## src/logic/ptf_cfg.svh

```systemverilog
// Constants of the paging translation and fault unit.
`ifndef PTF_CFG_SVH
`define PTF_CFG_SVH
`define PTF_TLB_ENTRIES 32
`define PTF_TLB_WAYS    4
`define PTF_TLB_SETS    8
`define PTF_OFF_DIRBASE 8'h00
`define PTF_OFF_FADDR   8'h04
`define PTF_OFF_FSTAT   8'h08
`define PTF_OFF_FIP     8'h0C
`define PTF_DIRBASE_RST 32'h0000_0000
`define PTF_BIT_P       0
`define PTF_BIT_RW      1
`define PTF_BIT_US      2
`define PTF_BIT_A       5
`define PTF_BIT_D       6
`define PTF_VEC_PF      8'h0E
`define PTF_VEC_DF      8'h08
`define PTF_RESP_OKAY   2'b00
`define PTF_RESP_SLVERR 2'b10
`endif

```

## src/logic/ptf_pkg.sv

```systemverilog
// Types shared by the paging translation and fault unit.
package ptf_pkg;
  typedef enum logic [3:0] {
    PTF_IDLE   = 4'b0000,
    PTF_CHECK  = 4'b0001,
    PTF_PDE_RD = 4'b0010,
    PTF_PDE_WR = 4'b0011,
    PTF_PTE_RD = 4'b0100,
    PTF_PTE_WR = 4'b0101,
    PTF_FILL   = 4'b0110,
    PTF_DONE   = 4'b0111,
    PTF_FAULT  = 4'b1000
  } ptf_state_t;
  typedef logic [19:0] ptf_vpn_t;
endpackage

```

## src/logic/ptf_tlb.sv

```systemverilog
// Four-way, 32-entry translation cache with a fully parallel tag compare.
`timescale 1ns/10ps
`include "ptf_cfg.svh"
module ptf_tlb
  import ptf_pkg::*;
(
  input  wire logic        aclk,
  input  wire logic        aresetn,
  input  wire logic        flush,
  input  wire ptf_vpn_t    look_vpn,
  output logic             hit,
  output logic [19:0]      hit_frame,
  output logic             hit_user,
  output logic             hit_wr,
  output logic             hit_dirty,
  output logic             any_valid,
  input  wire logic        fill,
  input  wire logic [19:0] fill_frame,
  input  wire logic        fill_user,
  input  wire logic        fill_wr,
  input  wire logic        fill_dirty
);
  logic [`PTF_TLB_ENTRIES-1:0] valid_r;
  logic [`PTF_TLB_ENTRIES-1:0] match;
  ptf_vpn_t    tag_r   [`PTF_TLB_ENTRIES];
  logic [19:0] frame_r [`PTF_TLB_ENTRIES];
  logic [2:0]  attr_r  [`PTF_TLB_ENTRIES];
  logic [1:0]  rr_r    [`PTF_TLB_SETS];
  logic [4:0]  hit_idx;
  logic [4:0]  fill_idx;

  // Every entry is compared at once; the set index only steers replacement.
  genvar e;
  generate
    for (e = 0; e < `PTF_TLB_ENTRIES; e++) begin : g_cmp
      assign match[e] = valid_r[e] && (tag_r[e] == look_vpn);
    end
  endgenerate

  always_comb begin
    hit_idx = 5'd0;
    for (int i = 0; i < `PTF_TLB_ENTRIES; i++) begin
      if (match[i]) begin
        hit_idx = 5'(i);
      end
    end
  end

  assign hit       = |match;
  assign any_valid = |valid_r;
  assign hit_frame = frame_r[hit_idx];
  assign hit_user  = attr_r[hit_idx][2];
  assign hit_wr    = attr_r[hit_idx][1];
  assign hit_dirty = attr_r[hit_idx][0];
  // A stale hit on the same page is overwritten in place, else round robin.
  assign fill_idx  = hit ? hit_idx : {look_vpn[2:0], rr_r[look_vpn[2:0]]};

  always_ff @(posedge aclk) begin
    if (!aresetn || flush) begin
      valid_r <= '0;
    end else if (fill) begin
      valid_r[fill_idx] <= 1'b1;
    end
  end

  always_ff @(posedge aclk) begin
    if (fill) begin
      tag_r[fill_idx]   <= look_vpn;
      frame_r[fill_idx] <= fill_frame;
      attr_r[fill_idx]  <= {fill_user, fill_wr, fill_dirty};
    end
  end

  always_ff @(posedge aclk) begin
    if (!aresetn) begin
      for (int s = 0; s < `PTF_TLB_SETS; s++) begin
        rr_r[s] <= 2'd0;
      end
    end else if (fill && !hit) begin
      rr_r[look_vpn[2:0]] <= rr_r[look_vpn[2:0]] + 2'd1;
    end
  end
endmodule

```

## src/logic/ptf_fault_code.sv

```systemverilog
// Page rights check and 16-bit page fault cause code.
`timescale 1ns/10ps
module ptf_fault_code (
  input  wire logic  dir_user,
  input  wire logic  dir_wr,
  input  wire logic  tab_user,
  input  wire logic  tab_wr,
  input  wire logic  acc_user,
  input  wire logic  acc_write,
  input  wire logic  acc_desc,
  input  wire logic  not_present,
  output logic       viol,
  output logic [15:0] err_code
);
  logic eff_user;
  logic pg_user;
  logic pg_wr;
  // Descriptor table accesses count as supervisor accesses.
  assign eff_user = acc_user && !acc_desc;
  assign pg_user  = dir_user && tab_user;
  assign pg_wr    = dir_wr && tab_wr;
  assign viol     = eff_user && (!pg_user || (acc_write && !pg_wr));
  assign err_code = {13'h0000, eff_user, acc_write, !not_present};
endmodule

```

## src/logic/ptf_paging.sv

```systemverilog
// Paging translation unit: cache lookup, table walk, faults and registers.
//
// Function
// - Compare top 20 linear bits against all 32 cache tags at once.
// - On a hit without a rights violation, except a write to a clean entry, drive the physical address with no table reads.
// - On a miss first read the selected directory entry.
// - Present directory entry: read table entry and set its accessed flag.
// - Present table entry: set accessed, dirty on writes, before answering.
// - After a walk load the 20-bit frame into the cache, unless a flush came during the walk.
// - Present flag 0 in either entry aborts with fault vector 14.
// - Rights violations also raise vector 14.
// - Every fault captures the linear address in the fault address register.
// - Fault during handler entry re-raises vector 14, never vector 8.
// - Faults save the faulting instruction pointer for restart.
// - Faults carry a 16-bit cause code.
// - Code bit 2 is 1 for user, 0 for supervisor.
// - Code bit 1 is 0 for read, 1 for write.
// - Code bit 0 is 0 for not present, 1 for protection.
// - Descriptor table faults report supervisor in bit 2.
// - Writing the directory base register empties the cache.
// - Task switch reloads directory base from the incoming task record.
// - Bits 31:22 index directory, 21:12 table; frame joins bits 11:0.
// - Accessed and dirty updates use locked read-modify-write cycles.
// - Page rights are the stricter of both entries; supervisor bypasses.
// - Cache is four-way set associative, 32 entries.
`timescale 1ns/10ps
`include "ptf_cfg.svh"
module ptf_paging
  import ptf_pkg::*;
(
  input  wire logic        aclk,
  input  wire logic        aresetn,
  input  wire logic        s_axil_awvalid,
  output logic             s_axil_awready,
  input  wire logic [7:0]  s_axil_awaddr,
  input  wire logic [2:0]  s_axil_awprot,
  input  wire logic        s_axil_wvalid,
  output logic             s_axil_wready,
  input  wire logic [31:0] s_axil_wdata,
  input  wire logic [3:0]  s_axil_wstrb,
  output logic             s_axil_bvalid,
  input  wire logic        s_axil_bready,
  output logic [1:0]       s_axil_bresp,
  input  wire logic        s_axil_arvalid,
  output logic             s_axil_arready,
  input  wire logic [7:0]  s_axil_araddr,
  input  wire logic [2:0]  s_axil_arprot,
  output logic             s_axil_rvalid,
  input  wire logic        s_axil_rready,
  output logic [31:0]      s_axil_rdata,
  output logic [1:0]       s_axil_rresp,
  input  wire logic        req_valid,
  output logic             req_ready,
  input  wire logic [31:0] req_lin_addr,
  input  wire logic        req_write,
  input  wire logic        req_user,
  input  wire logic        req_desc,
  input  wire logic [31:0] req_instruction_pointer,
  input  wire logic        handler_entry,
  output logic             rsp_valid,
  output logic             rsp_fault,
  output logic [31:0]      rsp_phys_addr,
  output logic [7:0]       rsp_vector,
  output logic [15:0]      rsp_err_code,
  output logic             rsp_refault,
  output logic             mem_valid,
  input  wire logic        mem_ready,
  output logic [31:0]      mem_addr,
  output logic             mem_write,
  output logic [31:0]      mem_wdata,
  output logic             mem_lock,
  input  wire logic [31:0] mem_rdata,
  input  wire logic        task_switch,
  input  wire logic [31:0] task_state_record_dir_base
);
  ptf_state_t  state_r;
  logic [31:0] lin_r;
  logic        wr_r;
  logic        user_r;
  logic        desc_r;
  logic        hnd_r;
  logic [31:0] ip_r;
  logic [31:0] pde_r;
  logic [31:0] pte_r;
  logic [31:0] directory_base_reg_r;
  logic [31:0] fault_linear_address_reg_r;
  logic [31:0] fault_ip_r;
  logic        flush_pend_r;
  logic        tlb_hit;
  logic [19:0] tlb_frame;
  logic        tlb_user;
  logic        tlb_wr;
  logic        tlb_dirty;
  logic        tlb_any;
  logic        tlb_fill;
  logic        flush;
  logic        fc_viol;
  logic [15:0] fc_err;
  logic        fc_np;
  logic        fc_dir_u;
  logic        fc_dir_w;
  logic        fc_tab_u;
  logic        fc_tab_w;
  logic        fault_go;
  logic        hit_ok;
  logic        aw_held_r;
  logic        w_held_r;
  logic [7:0]  awaddr_r;
  logic [31:0] wdata_r;
  logic        dirbase_wr;
  logic        wr_fire;

  assign req_ready  = (state_r == PTF_IDLE);
  assign rsp_valid  = (state_r == PTF_DONE) || (state_r == PTF_FAULT);
  assign rsp_vector = `PTF_VEC_PF;
  assign flush      = dirbase_wr || task_switch;
  assign hit_ok     = tlb_hit && !fc_viol && !(wr_r && !tlb_dirty);
  // Fills are dropped if the mapping was flushed while the walk was running.
  assign tlb_fill   = (state_r == PTF_FILL) && !flush_pend_r && !flush;

  ptf_tlb u_tlb (
    .aclk       (aclk),
    .aresetn    (aresetn),
    .flush      (flush),
    .look_vpn   (lin_r[31:12]),
    .hit        (tlb_hit),
    .hit_frame  (tlb_frame),
    .hit_user   (tlb_user),
    .hit_wr     (tlb_wr),
    .hit_dirty  (tlb_dirty),
    .any_valid  (tlb_any),
    .fill       (tlb_fill),
    .fill_frame (pte_r[31:12]),
    .fill_user  (pde_r[`PTF_BIT_US] && pte_r[`PTF_BIT_US]),
    .fill_wr    (pde_r[`PTF_BIT_RW] && pte_r[`PTF_BIT_RW]),
    .fill_dirty (pte_r[`PTF_BIT_D])
  );

  // Cached rights are checked on a hit, fetched rights during the walk.
  always_comb begin
    fc_dir_u = pde_r[`PTF_BIT_US];
    fc_dir_w = pde_r[`PTF_BIT_RW];
    fc_tab_u = mem_rdata[`PTF_BIT_US];
    fc_tab_w = mem_rdata[`PTF_BIT_RW];
    if (state_r == PTF_CHECK) begin
      fc_dir_u = tlb_user;
      fc_dir_w = tlb_wr;
      fc_tab_u = tlb_user;
      fc_tab_w = tlb_wr;
    end
  end
  assign fc_np = ((state_r == PTF_PDE_RD) || (state_r == PTF_PTE_RD)) &&
                 !mem_rdata[`PTF_BIT_P];

  ptf_fault_code u_fc (
    .dir_user    (fc_dir_u),
    .dir_wr      (fc_dir_w),
    .tab_user    (fc_tab_u),
    .tab_wr      (fc_tab_w),
    .acc_user    (user_r),
    .acc_write   (wr_r),
    .acc_desc    (desc_r),
    .not_present (fc_np),
    .viol        (fc_viol),
    .err_code    (fc_err)
  );

  assign fault_go = ((state_r == PTF_CHECK) && tlb_hit && fc_viol) ||
                    ((state_r == PTF_PDE_RD) && mem_ready && fc_np) ||
                    ((state_r == PTF_PTE_RD) && mem_ready && (fc_np || fc_viol));

  // Walk sequencer; each table update keeps the bus locked from read to write.
  always_ff @(posedge aclk) begin
    if (!aresetn) begin
      state_r   <= PTF_IDLE;
      mem_valid <= 1'b0;
      mem_write <= 1'b0;
      mem_lock  <= 1'b0;
      mem_addr  <= 32'h0000_0000;
      mem_wdata <= 32'h0000_0000;
      pde_r     <= 32'h0000_0000;
      pte_r     <= 32'h0000_0000;
    end else begin
      case (state_r)
        PTF_IDLE: begin
          if (req_valid) begin
            state_r <= PTF_CHECK;
          end
        end
        PTF_CHECK: begin
          if (fault_go) begin
            state_r <= PTF_FAULT;
          end else if (hit_ok) begin
            state_r <= PTF_DONE;
          end else begin
            state_r   <= PTF_PDE_RD;
            mem_valid <= 1'b1;
            mem_write <= 1'b0;
            mem_lock  <= 1'b1;
            mem_addr  <= {directory_base_reg_r[31:12], lin_r[31:22], 2'b00};
          end
        end
        PTF_PDE_RD: begin
          if (mem_ready) begin
            pde_r <= mem_rdata;
            if (fault_go) begin
              state_r   <= PTF_FAULT;
              mem_valid <= 1'b0;
              mem_lock  <= 1'b0;
            end else if (!mem_rdata[`PTF_BIT_A]) begin
              state_r   <= PTF_PDE_WR;
              mem_write <= 1'b1;
              mem_wdata <= mem_rdata | (32'h0000_0001 << `PTF_BIT_A);
            end else begin
              state_r  <= PTF_PTE_RD;
              mem_addr <= {mem_rdata[31:12], lin_r[21:12], 2'b00};
            end
          end
        end
        PTF_PDE_WR: begin
          if (mem_ready) begin
            state_r   <= PTF_PTE_RD;
            mem_write <= 1'b0;
            mem_addr  <= {pde_r[31:12], lin_r[21:12], 2'b00};
          end
        end
        PTF_PTE_RD: begin
          if (mem_ready) begin
            pte_r <= mem_rdata;
            if (fault_go) begin
              state_r   <= PTF_FAULT;
              mem_valid <= 1'b0;
              mem_lock  <= 1'b0;
            end else if (!mem_rdata[`PTF_BIT_A] || (wr_r && !mem_rdata[`PTF_BIT_D])) begin
              state_r   <= PTF_PTE_WR;
              mem_write <= 1'b1;
              mem_wdata <= mem_rdata | (32'h0000_0001 << `PTF_BIT_A) |
                           ({31'h0000_0000, wr_r} << `PTF_BIT_D);
              pte_r     <= mem_rdata | (32'h0000_0001 << `PTF_BIT_A) |
                           ({31'h0000_0000, wr_r} << `PTF_BIT_D);
            end else begin
              state_r   <= PTF_FILL;
              mem_valid <= 1'b0;
              mem_lock  <= 1'b0;
            end
          end
        end
        PTF_PTE_WR: begin
          if (mem_ready) begin
            state_r   <= PTF_FILL;
            mem_valid <= 1'b0;
            mem_write <= 1'b0;
            mem_lock  <= 1'b0;
          end
        end
        PTF_FILL: begin
          state_r <= PTF_DONE;
        end
        PTF_DONE: begin
          state_r <= PTF_IDLE;
        end
        PTF_FAULT: begin
          state_r <= PTF_IDLE;
        end
        default: begin
          state_r <= PTF_IDLE;
        end
      endcase
    end
  end

  always_ff @(posedge aclk) begin
    if (!aresetn) begin
      lin_r  <= 32'h0000_0000;
      wr_r   <= 1'b0;
      user_r <= 1'b0;
      desc_r <= 1'b0;
      hnd_r  <= 1'b0;
      ip_r   <= 32'h0000_0000;
    end else if (req_valid && req_ready) begin
      lin_r  <= req_lin_addr;
      wr_r   <= req_write;
      user_r <= req_user;
      desc_r <= req_desc;
      hnd_r  <= handler_entry;
      ip_r   <= req_instruction_pointer;
    end
  end

  always_ff @(posedge aclk) begin
    if (!aresetn) begin
      rsp_phys_addr <= 32'h0000_0000;
    end else if ((state_r == PTF_CHECK) && hit_ok) begin
      rsp_phys_addr <= {tlb_frame, lin_r[11:0]};
    end else if (state_r == PTF_FILL) begin
      rsp_phys_addr <= {pte_r[31:12], lin_r[11:0]};
    end
  end

  // Fault capture; a fault during handler entry is flagged but keeps vector 14.
  always_ff @(posedge aclk) begin
    if (!aresetn) begin
      rsp_fault                  <= 1'b0;
      rsp_err_code               <= 16'h0000;
      rsp_refault                <= 1'b0;
      fault_linear_address_reg_r <= 32'h0000_0000;
      fault_ip_r                 <= 32'h0000_0000;
    end else begin
      rsp_fault <= fault_go;
      if (fault_go) begin
        rsp_err_code               <= fc_err;
        rsp_refault                <= hnd_r;
        fault_linear_address_reg_r <= lin_r;
        fault_ip_r                 <= ip_r;
      end
    end
  end

  always_ff @(posedge aclk) begin
    if (!aresetn) begin
      directory_base_reg_r <= `PTF_DIRBASE_RST;
    end else if (task_switch) begin
      directory_base_reg_r <= {task_state_record_dir_base[31:12], 12'h000};
    end else if (dirbase_wr) begin
      directory_base_reg_r <= {wdata_r[31:12], 12'h000};
    end
  end

  always_ff @(posedge aclk) begin
    if (!aresetn || (state_r == PTF_IDLE)) begin
      flush_pend_r <= 1'b0;
    end else if (flush) begin
      flush_pend_r <= 1'b1;
    end
  end

  // AXI4-Lite write side; address and data are taken in either order.
  assign s_axil_awready = !aw_held_r && !s_axil_bvalid;
  assign s_axil_wready  = !w_held_r && !s_axil_bvalid;
  assign wr_fire        = aw_held_r && w_held_r && !s_axil_bvalid;
  assign dirbase_wr     = wr_fire && (awaddr_r == `PTF_OFF_DIRBASE);

  always_ff @(posedge aclk) begin
    if (!aresetn) begin
      aw_held_r     <= 1'b0;
      w_held_r      <= 1'b0;
      awaddr_r      <= 8'h00;
      wdata_r       <= 32'h0000_0000;
      s_axil_bvalid <= 1'b0;
      s_axil_bresp  <= `PTF_RESP_OKAY;
    end else begin
      if (s_axil_awvalid && s_axil_awready) begin
        aw_held_r <= 1'b1;
        awaddr_r  <= {s_axil_awaddr[7:2], 2'b00};
      end
      if (s_axil_wvalid && s_axil_wready) begin
        w_held_r <= 1'b1;
        wdata_r  <= s_axil_wdata;
      end
      if (wr_fire) begin
        aw_held_r     <= 1'b0;
        w_held_r      <= 1'b0;
        s_axil_bvalid <= 1'b1;
        s_axil_bresp  <= (awaddr_r == `PTF_OFF_DIRBASE) ? `PTF_RESP_OKAY : `PTF_RESP_SLVERR;
      end else if (s_axil_bready) begin
        s_axil_bvalid <= 1'b0;
      end
    end
  end

  assign s_axil_arready = !s_axil_rvalid;

  always_ff @(posedge aclk) begin
    if (!aresetn) begin
      s_axil_rvalid <= 1'b0;
      s_axil_rdata  <= 32'h0000_0000;
      s_axil_rresp  <= `PTF_RESP_OKAY;
    end else if (s_axil_arvalid && s_axil_arready) begin
      s_axil_rvalid <= 1'b1;
      s_axil_rresp  <= `PTF_RESP_OKAY;
      case ({s_axil_araddr[7:2], 2'b00})
        `PTF_OFF_DIRBASE: s_axil_rdata <= directory_base_reg_r;
        `PTF_OFF_FADDR:   s_axil_rdata <= fault_linear_address_reg_r;
        `PTF_OFF_FSTAT:   s_axil_rdata <= {15'h0000, rsp_refault, rsp_err_code};
        `PTF_OFF_FIP:     s_axil_rdata <= fault_ip_r;
        default: begin
          s_axil_rdata <= 32'h0000_0000;
          s_axil_rresp <= `PTF_RESP_SLVERR;
        end
      endcase
    end else if (s_axil_rready) begin
      s_axil_rvalid <= 1'b0;
    end
  end
endmodule

```

## config.mk

```make
export PLATFORM = sky130hd
export DESIGN_NAME = ptf_paging
export DESIGN_NICKNAME = d
export VERILOG_FILES = /design/src/logic/ptf_pkg.sv /design/src/logic/ptf_tlb.sv /design/src/logic/ptf_fault_code.sv /design/src/logic/ptf_paging.sv
export VERILOG_INCLUDE_DIRS = /design/src /design/src/logic
export SDC_FILE = /design/constraint.sdc
export NUM_CORES = 2
export LEC_CHECK = 0
export ABC_CLOCK_PERIOD_IN_PS = 8400
export BUFFER_PORTS_ARGS = -buffer_cell sky130_fd_sc_hd__clkbuf_2
export CAP_MARGIN = 5
export CORE_AREA = 8 8 405 407
export CTS_BUF_LIST = sky130_fd_sc_hd__clkbuf_8
export DETAILED_ROUTE_END_ITERATION = 12
export DIE_AREA = 0 0 413 415
export GPL_TIMING_DRIVEN = 0
export PLACE_DENSITY_LB_ADDON = 0.3
export SYNTH_ARGS = -nofsm -noshare
export SYNTH_HDL_FRONTEND = slang
export SYNTH_HIERARCHICAL = 1
export SYNTH_SLANG_ARGS = --single-unit
```

## constraint.sdc

```tcl
create_clock -name aclk -period 8.4 [get_ports aclk]
set_input_delay 0.42 -clock aclk [delete_from_list [all_inputs] [get_ports aclk]]
set_output_delay 0.42 -clock aclk [all_outputs]
set_load 0.02 [all_outputs]
```

Yosys cells after proc, flatten, opt, wreduce, memory -nomap -nowiden
Memories as Yosys holds them, arrays and structs flattened. A register that Yosys moved wholly into a read port is not among the register bits.
Cells that the tools add are included.
{"block": "word_totals", "ff_bits": 434, "ramBits": 1392, "input_bits": 200, "output_inout_bits": 168, "elab_cells": 320, "mem_count": 4}
{"block": "op_classes", "add_sub_neg": 1, "n_lt_le_gt_ge": 2, "n_eq_ne": 58, "muxes": 106, "bitwise": 3, "n_reduce_logical": 115}
{"memory": "u_tlb.frame_r", "depth": 32, "width": 20, "rd": 1, "rd_clocked_by_memory_dff": 0, "write_ports": 1, "line": "ptf_tlb.sv:26", "source": "logic [19:0] frame_r [`PTF_TLB_ENTRIES];"}
{"memory": "u_tlb.tag_r", "depth": 32, "width": 20, "rd": 32, "rd_clocked_by_memory_dff": 0, "write_ports": 1, "line": "ptf_tlb.sv:25", "source": "ptf_vpn_t tag_r [`PTF_TLB_ENTRIES];"}
{"memory": "u_tlb.attr_r", "depth": 32, "width": 3, "rd": 1, "rd_clocked_by_memory_dff": 0, "write_ports": 1, "line": "ptf_tlb.sv:27", "source": "logic [2:0] attr_r [`PTF_TLB_ENTRIES];"}
{"memory": "u_tlb.rr_r", "depth": 8, "width": 2, "rd": 1, "rd_clocked_by_memory_dff": 1, "write_ports": 8, "line": "ptf_tlb.sv:28", "source": "logic [1:0] rr_r [`PTF_TLB_SETS];"}
{"cell": "20-bit equality test", "count": 32}
{"cell": "32-bit 2-to-1 mux", "count": 18}
{"cell": "32-bit one-hot mux with 4 select lines", "count": 1}
{"cell": "32-bit one-hot mux with 3 select lines", "count": 1}
{"cell": "5-bit 2-to-1 mux", "count": 17}
{"cell": "1-bit logical AND", "count": 64}
{"cell": "4-bit 2-to-1 mux", "count": 16}
{"cell": "32-bit one-hot mux with 2 select lines", "count": 1}
{"cell": "1-bit 2-to-1 mux", "count": 33}
{"cell": "32-bit bitwise OR", "count": 1}
{"cell": "32-bit by 7-bit bitwise OR with 32-bit output", "count": 1}
{"cell": "32-bit OR reduction", "count": 1}
{"cell": "4-bit one-hot mux with 7 select lines", "count": 1}
{"cell": "3-bit 2-to-1 mux", "count": 9}
{"cell": "2-bit != test (second input constant)", "count": 12}
{"cell": "1-bit zero test", "count": 18}
{"cell": "4-bit by 3-bit equality test with 1-bit output (second input constant)", "count": 4}
{"cell": "7-bit AND reduction", "count": 2}
{"cell": "6-bit by 2-bit equality test with 1-bit output (second input constant)", "count": 2}
{"cell": "2-bit 2-to-1 mux", "count": 6}
{"cell": "1-bit logical OR", "count": 10}
{"cell": "10-bit AND reduction", "count": 1}
{"cell": "2-bit nonzero test", "count": 5}
{"cell": "4-bit by 2-bit equality test with 1-bit output (second input constant)", "count": 2}
{"cell": "other kinds (21)", "count": 27}

Depth between registers and ports, before layout
An unclocked memory read counts as a cell.
{"block": "logic_depth", "ltp_word": 47, "mapped_depth": 29, "ltp_nobuf": 21}

Hierarchy
Netlist, hierarchy kept.
{"module": "ptf_tlb", "n_inst": 1, "cells_each": 4286, "area_per_inst_um2": 62990.4, "seq_area_each_um2": 42440.7}
{"module": "ptf_paging", "n_inst": 1, "cells_each": 1872, "area_per_inst_um2": 15238.4, "seq_area_each_um2": 7607.3}
{"module": "ptf_fault_code", "n_inst": 1, "cells_each": 21, "area_per_inst_um2": 147.6, "seq_area_each_um2": 0.0}

Worst setup path after synthesis
Ideal clock, no wire load.
{"block": "synth_timing", "path_type": "register to register", "from": "reg lin_r[12]", "to": "mem u_tlb.attr_r[25][0], enable pin", "setup_ns": 0.508, "arrival_time_ns": 6.829, "required_ns": 7.892, "slack_ns": 1.062, "path_stages_with_launch": 17, "n_path_buf": 6, "cell_sequence": "dfxtp_1 buf_2 buf_4 buf_4 buf_4 xnor2_1 nand4_1 nor4_1 nand4b_1 a211oi_1 o221ai_2 o211ai_2 and2_1 buf_4 buf_4 a21oi_2 nor3b_1"}
{"block": "synth_via", "elab_chain_len": 34, "word_cells_on_any_way": 97, "classes_between": "eq/ne: 32; mux: 32; reduce/logical: 33"}
{"item": "from (decl)", "line": "ptf_paging.sv:77", "source": "logic [31:0] lin_r;"}
{"item": "from (signal assigned)", "line": "ptf_paging.sv:281", "source": "lin_r <= req_lin_addr;"}
{"item": "20-bit equality test", "line": "ptf_tlb.sv:36", "source": "assign match[e] = valid_r[e] && (tag_r[e] == look_vpn);"}
{"item": "1-bit logical AND", "line": "ptf_tlb.sv:36"}
{"item": "1-bit 2-to-1 mux", "line": "ptf_tlb.sv:43", "source": "if (match[i]) begin"}
{"item": "2-bit 2-to-1 mux (2 in series)", "line": "ptf_tlb.sv:43"}
{"item": "3-bit 2-to-1 mux (4 in series)", "line": "ptf_tlb.sv:43"}
{"item": "4-bit 2-to-1 mux (8 in series)", "line": "ptf_tlb.sv:43"}
{"item": "5-bit 2-to-1 mux (16 in series)", "line": "ptf_tlb.sv:43"}
{"item": "5-bit 2-to-1 mux (*)", "line": "ptf_tlb.sv:56", "source": "assign fill_idx = hit ? hit_idx : {look_vpn[2:0], rr_r[look_vpn[2:0]]};"}
{"item": "to (decl)", "line": "ptf_tlb.sv:27"}
Mark *: on every way between the ends. The rest lies on a longest branch, timed or not.

Worst setup path after layout
{"block": "layout_timing", "from": "reg lin_r[20]", "to": "reg mem_addr[10]"}
{"block": "layout_via", "word_cells_on_any_way": 129, "classes_between": "eq/ne: 35; mux: 40; reduce/logical: 53; memory: 1"}
{"item": "20-bit equality test", "line": "ptf_tlb.sv:36"}
{"item": "1-bit logical AND", "line": "ptf_tlb.sv:36"}
{"item": "1-bit 2-to-1 mux", "line": "ptf_tlb.sv:43"}
{"item": "2-bit 2-to-1 mux (2 in series)", "line": "ptf_tlb.sv:43"}
{"item": "3-bit 2-to-1 mux (4 in series)", "line": "ptf_tlb.sv:43"}
{"item": "4-bit 2-to-1 mux (8 in series)", "line": "ptf_tlb.sv:43"}
{"item": "5-bit 2-to-1 mux (15 in series)", "line": "ptf_tlb.sv:43"}
{"item": "5-bit 2-to-1 mux (*)", "line": "ptf_tlb.sv:43"}
{"item": "[... 1 more ...]"}
{"item": "via tlb_user", "line": "ptf_paging.sv:91", "source": "logic tlb_user;"}
{"item": "[... 1 more ...]"}
{"item": "via fc_dir_u", "line": "ptf_paging.sv:100", "source": "logic fc_dir_u;"}
{"item": "[... 2 more ...]"}
{"item": "1-bit logical OR (*)", "line": "ptf_fault_code.sv:22", "source": "assign viol = eff_user && (!pg_user || (acc_write && !pg_wr));"}
{"item": "1-bit logical AND (*)", "line": "ptf_fault_code.sv:22"}
{"item": "via fc_viol", "line": "ptf_paging.sv:97", "source": "logic fc_viol;"}
{"item": "1-bit logical AND (tied with other cells)", "line": "ptf_paging.sv:168", "source": "assign fault_go = ((state_r == PTF_CHECK) && tlb_hit && fc_viol) ||"}
{"item": "1-bit logical OR (tied with other cells)", "line": "ptf_paging.sv:168"}
{"item": "1-bit logical OR / 1-bit logical AND (equally long branches)", "line": "ptf_paging.sv:169, ptf_paging.sv:117"}
{"item": "2-bit != test (no line)"}
{"item": "7-bit AND reduction (no line) (*)"}
{"item": "to (signal assigned)", "line": "ptf_paging.sv:200", "source": "mem_addr <= {directory_base_reg_r[31:12], lin_r[31:22], 2'b00};"}
{"item": "to (signal assigned)", "line": "ptf_paging.sv:216", "source": "mem_addr <= {mem_rdata[31:12], lin_r[21:12], 2'b00};"}
{"item": "to (signal assigned)", "line": "ptf_paging.sv:224", "source": "mem_addr <= {pde_r[31:12], lin_r[21:12], 2'b00};"}
{"item": "to (decl)", "line": "ptf_paging.sv:68", "source": "output logic [31:0] mem_addr,"}
Mark *: on every way through the listed nets, which the timed path passes. The rest lies on a longest branch. The select of a mux whose other input is x is not followed.
A chain may end at the register's enable or synchronous reset.

==> metrics <==
crit end category flop; clk sinks 1804; Period minus WS final 8200 ps; worst path required time around 9300 ps; CORE AREA around 160000 um^2; post-route setup slack 197 ps; min-delay worst type in -> reg; initial antenna violation count 7; Post-DP HPWL between 150000 and 200000 um; GRT Overall Usage about 30%; final hold viol count 0; Final period util 97.7%; yosys warns 6; Reg2Reg Depth 27; hold path depth 5; CTS Buf Count 298; vias per cell between 6 and 7; port buffer count 315; largest net degree at the start of global routing 35; measured slew at the worst slew-check pin 1420 ps; Die H 415 um; total design power 21300 uW; P per Cell Area 232 nW/um^2; Nets between 7000 and 8000; Vias between 50000 and 60000; Mapped Area between 70000 and 80000 um^2; Final Wtd Congestion between 0.9 and 1; reg2reg setup slack 200 ps; Final ANT Viol Nets 0; Fmax 122 MHz; CTS tree done; first-pass GRT wire length between 300000 and 400000 um; Final Non-Filler Cells between 9000 and 10000; Layout Skew just over 60 ps; final core occ between 50% and 60%; pre-CTS setup slack -733 ps; Final Setup Violations 0; vias in the first global route around 57000; Clk pwr share 33.2%; hold path start s_axil_wvalid; drt wl/cell 27.7 um; Worst-Skew Late Latency 1040 ps; Pint 14900 uW; status finished, final reports clean; RSZ-0062 raised after global routing false; Peak VDD IR between 0.15 and 0.2 mV; row count 146; Top Ports between 300 and 400; die area 171000 um^2; max-cap check violation count 0; Gate power share 17.5%; Cells after Synth 6168; placed cells 8663; DIE WIDTH 413 um; share of cells above drive strength 1 16.5%; grt ovf 0; clk root buf clkbuf_8; Worst Hold End wdata_r[15]; clock-pin slew on the worst setup and hold paths 60 ps; Worst Path Arrival 9100 ps; Startpoint Class flop; initial detailed-routing violation count between 6000 and 7000; Syn-to-layout area delta 17.1%; Switching Fraction 30.1%; Switching Power 6410 uW; Pleak 0.0322 uW; worst-path fanout max 21; max_slew headroom 5.33%; Starting Density 49.7%; H-tree levels 5; crit path kind reg -> reg; syn avg cell area between 10 and 15 um^2; hold slack 83.3 ps; Max Buffers Root-to-Sink 4; drt drc 0; final wirelength 259000 um; DRT Pass-1 Iters 6; r2r endpoint mem_addr[10]; Sequential Power Share 49.3%; R2R Path Start lin_r[20]; max-slew violations 0
==> stage by stage <==
step / setup TNS (ps) / area, um^2
global placement: -4190110 / 82600
CTS: 0 / 91400
floorplan: 0 / 78400
global route: 0 / 91700
finish: 0 / 91700
detailed placement: -50290 / 84300
==> flip-flops by register name (all words and copies together), names as in the netlist, 4 cells and up <==
register,flops
awaddr_r,6
directory_base_reg_r,20
fault_ip_r,32
fault_linear_address_reg_r,32
ip_r,32
lin_r,32
mem_addr,30
mem_wdata,32
pde_r,22
pte_r,23
rsp_err_code,16
rsp_phys_addr,32
s_axil_rdata,32
state_r,4
u_tlb/attr_r,96
u_tlb/frame_r,640
u_tlb/rr_r,16
u_tlb/tag_r,640
u_tlb/valid_r,32
wdata_r,20
==> final cells by class <==
type,instances,area (um^2)
Antenna cell,8,20.0
Sequential cell,1804,50100
Timing Repair Buffer,580,4810
Multi-Input combinational cell,3933,26400
Fill cell,12500,65800
Clock buffer,317,4360
Clock inverter,189,915
Tap cell,2072,2590
Inverter,13,48.8
Buffer,435,2380
==> per-layer routing <==
metal	vias up	part of all wire, %	wire [um]	track usage (%)
met5	-	0.020	51	0
met3	739	10	27000	7.24
met4	8	5.6	14600	15.0
met2	3468	46	120000	46.4
li1	25000	-	-	-
met1	28300	38	97600	37.0
==> how the worst max path moves through the flow <==
stage	endpoint	startpoint	slack, ps
floorplan	u_tlb/attr_r[25][0]	lin_r[12]	1060
global placement	u_tlb/tag_r[5][18]	lin_r[20]	-4970
detailed placement	mem_addr[8]	lin_r[20]	-730
CTS	mem_addr[10]	lin_r[15]	10
global route	mem_addr[10]	lin_r[27]	4
finish	mem_addr[10]	lin_r[20]	200
==> worst max-delay path: stages (launching register included) <==
cell	delay, ps
dfxtp_4	560
buf_12	260
buf_2	320
buf_12	280
xnor2_1	180
nand3_1	110
or4_1	620
or2_1	330
and2_1	270
o21ai_1	300
a21oi_1	190
or4_1	520
a21oi_2	280
buf_6	250
buf_4	330
mux2i_1	140
a2111o_1	500
nor3_2	340
nand2_1	120
nand2_1	80
nand2_1	50
o21a_1	240
or3b_1	420
a31oi_1	330
o211a_1	360
buf_2	290
nor2_1	70
a311oi_1	290
==> cell usage in the layout (no fill, tap or decap), types with 75 or more instances in the layout <==
| cell type | count |
|---|---|
| edfxtp_1 | 1392 |
| nand2_1 | 776 |
| xnor2_1 | 482 |
| dfxtp_1 | 379 |
| mux2i_1 | 347 |
| clkbuf_2 | 322 |
| clkbuf_8 | 317 |
| a21oi_1 | 288 |
| nand3_1 | 279 |
| nand4_1 | 213 |
| clkbuf_1 | 198 |
| nor2_1 | 191 |
| dlygate4sd3_1 | 165 |
| xor2_1 | 163 |
| inv_1 | 109 |
| a31oi_1 | 99 |
| buf_4 | 89 |
| o2111ai_1 | 85 |
| a22o_1 | 79 |
| buf_2 | 76 |
| nor4_1 | 75 |
==> timing repair <==
item	CTS	global route
pin swaps	3	10
hold buffers	165	0
setup endpoints to repair	175	55
buffers inserted	3	11
resized for setup	31	58
hold endpoints to repair	223	0
cloned	0	0
==> power by group through the flow <==
stage	Combinational, uW	Sequential [uW]	Clock, uW
global route	3910	10500	7550
floorplan	2020	10600	0
global placement	3050	11000	0
detailed placement	3530	10700	0
CTS	3610	10500	7140
finish	3730	10500	7080
No activity file was read; power rests on OpenSTA's default activity.
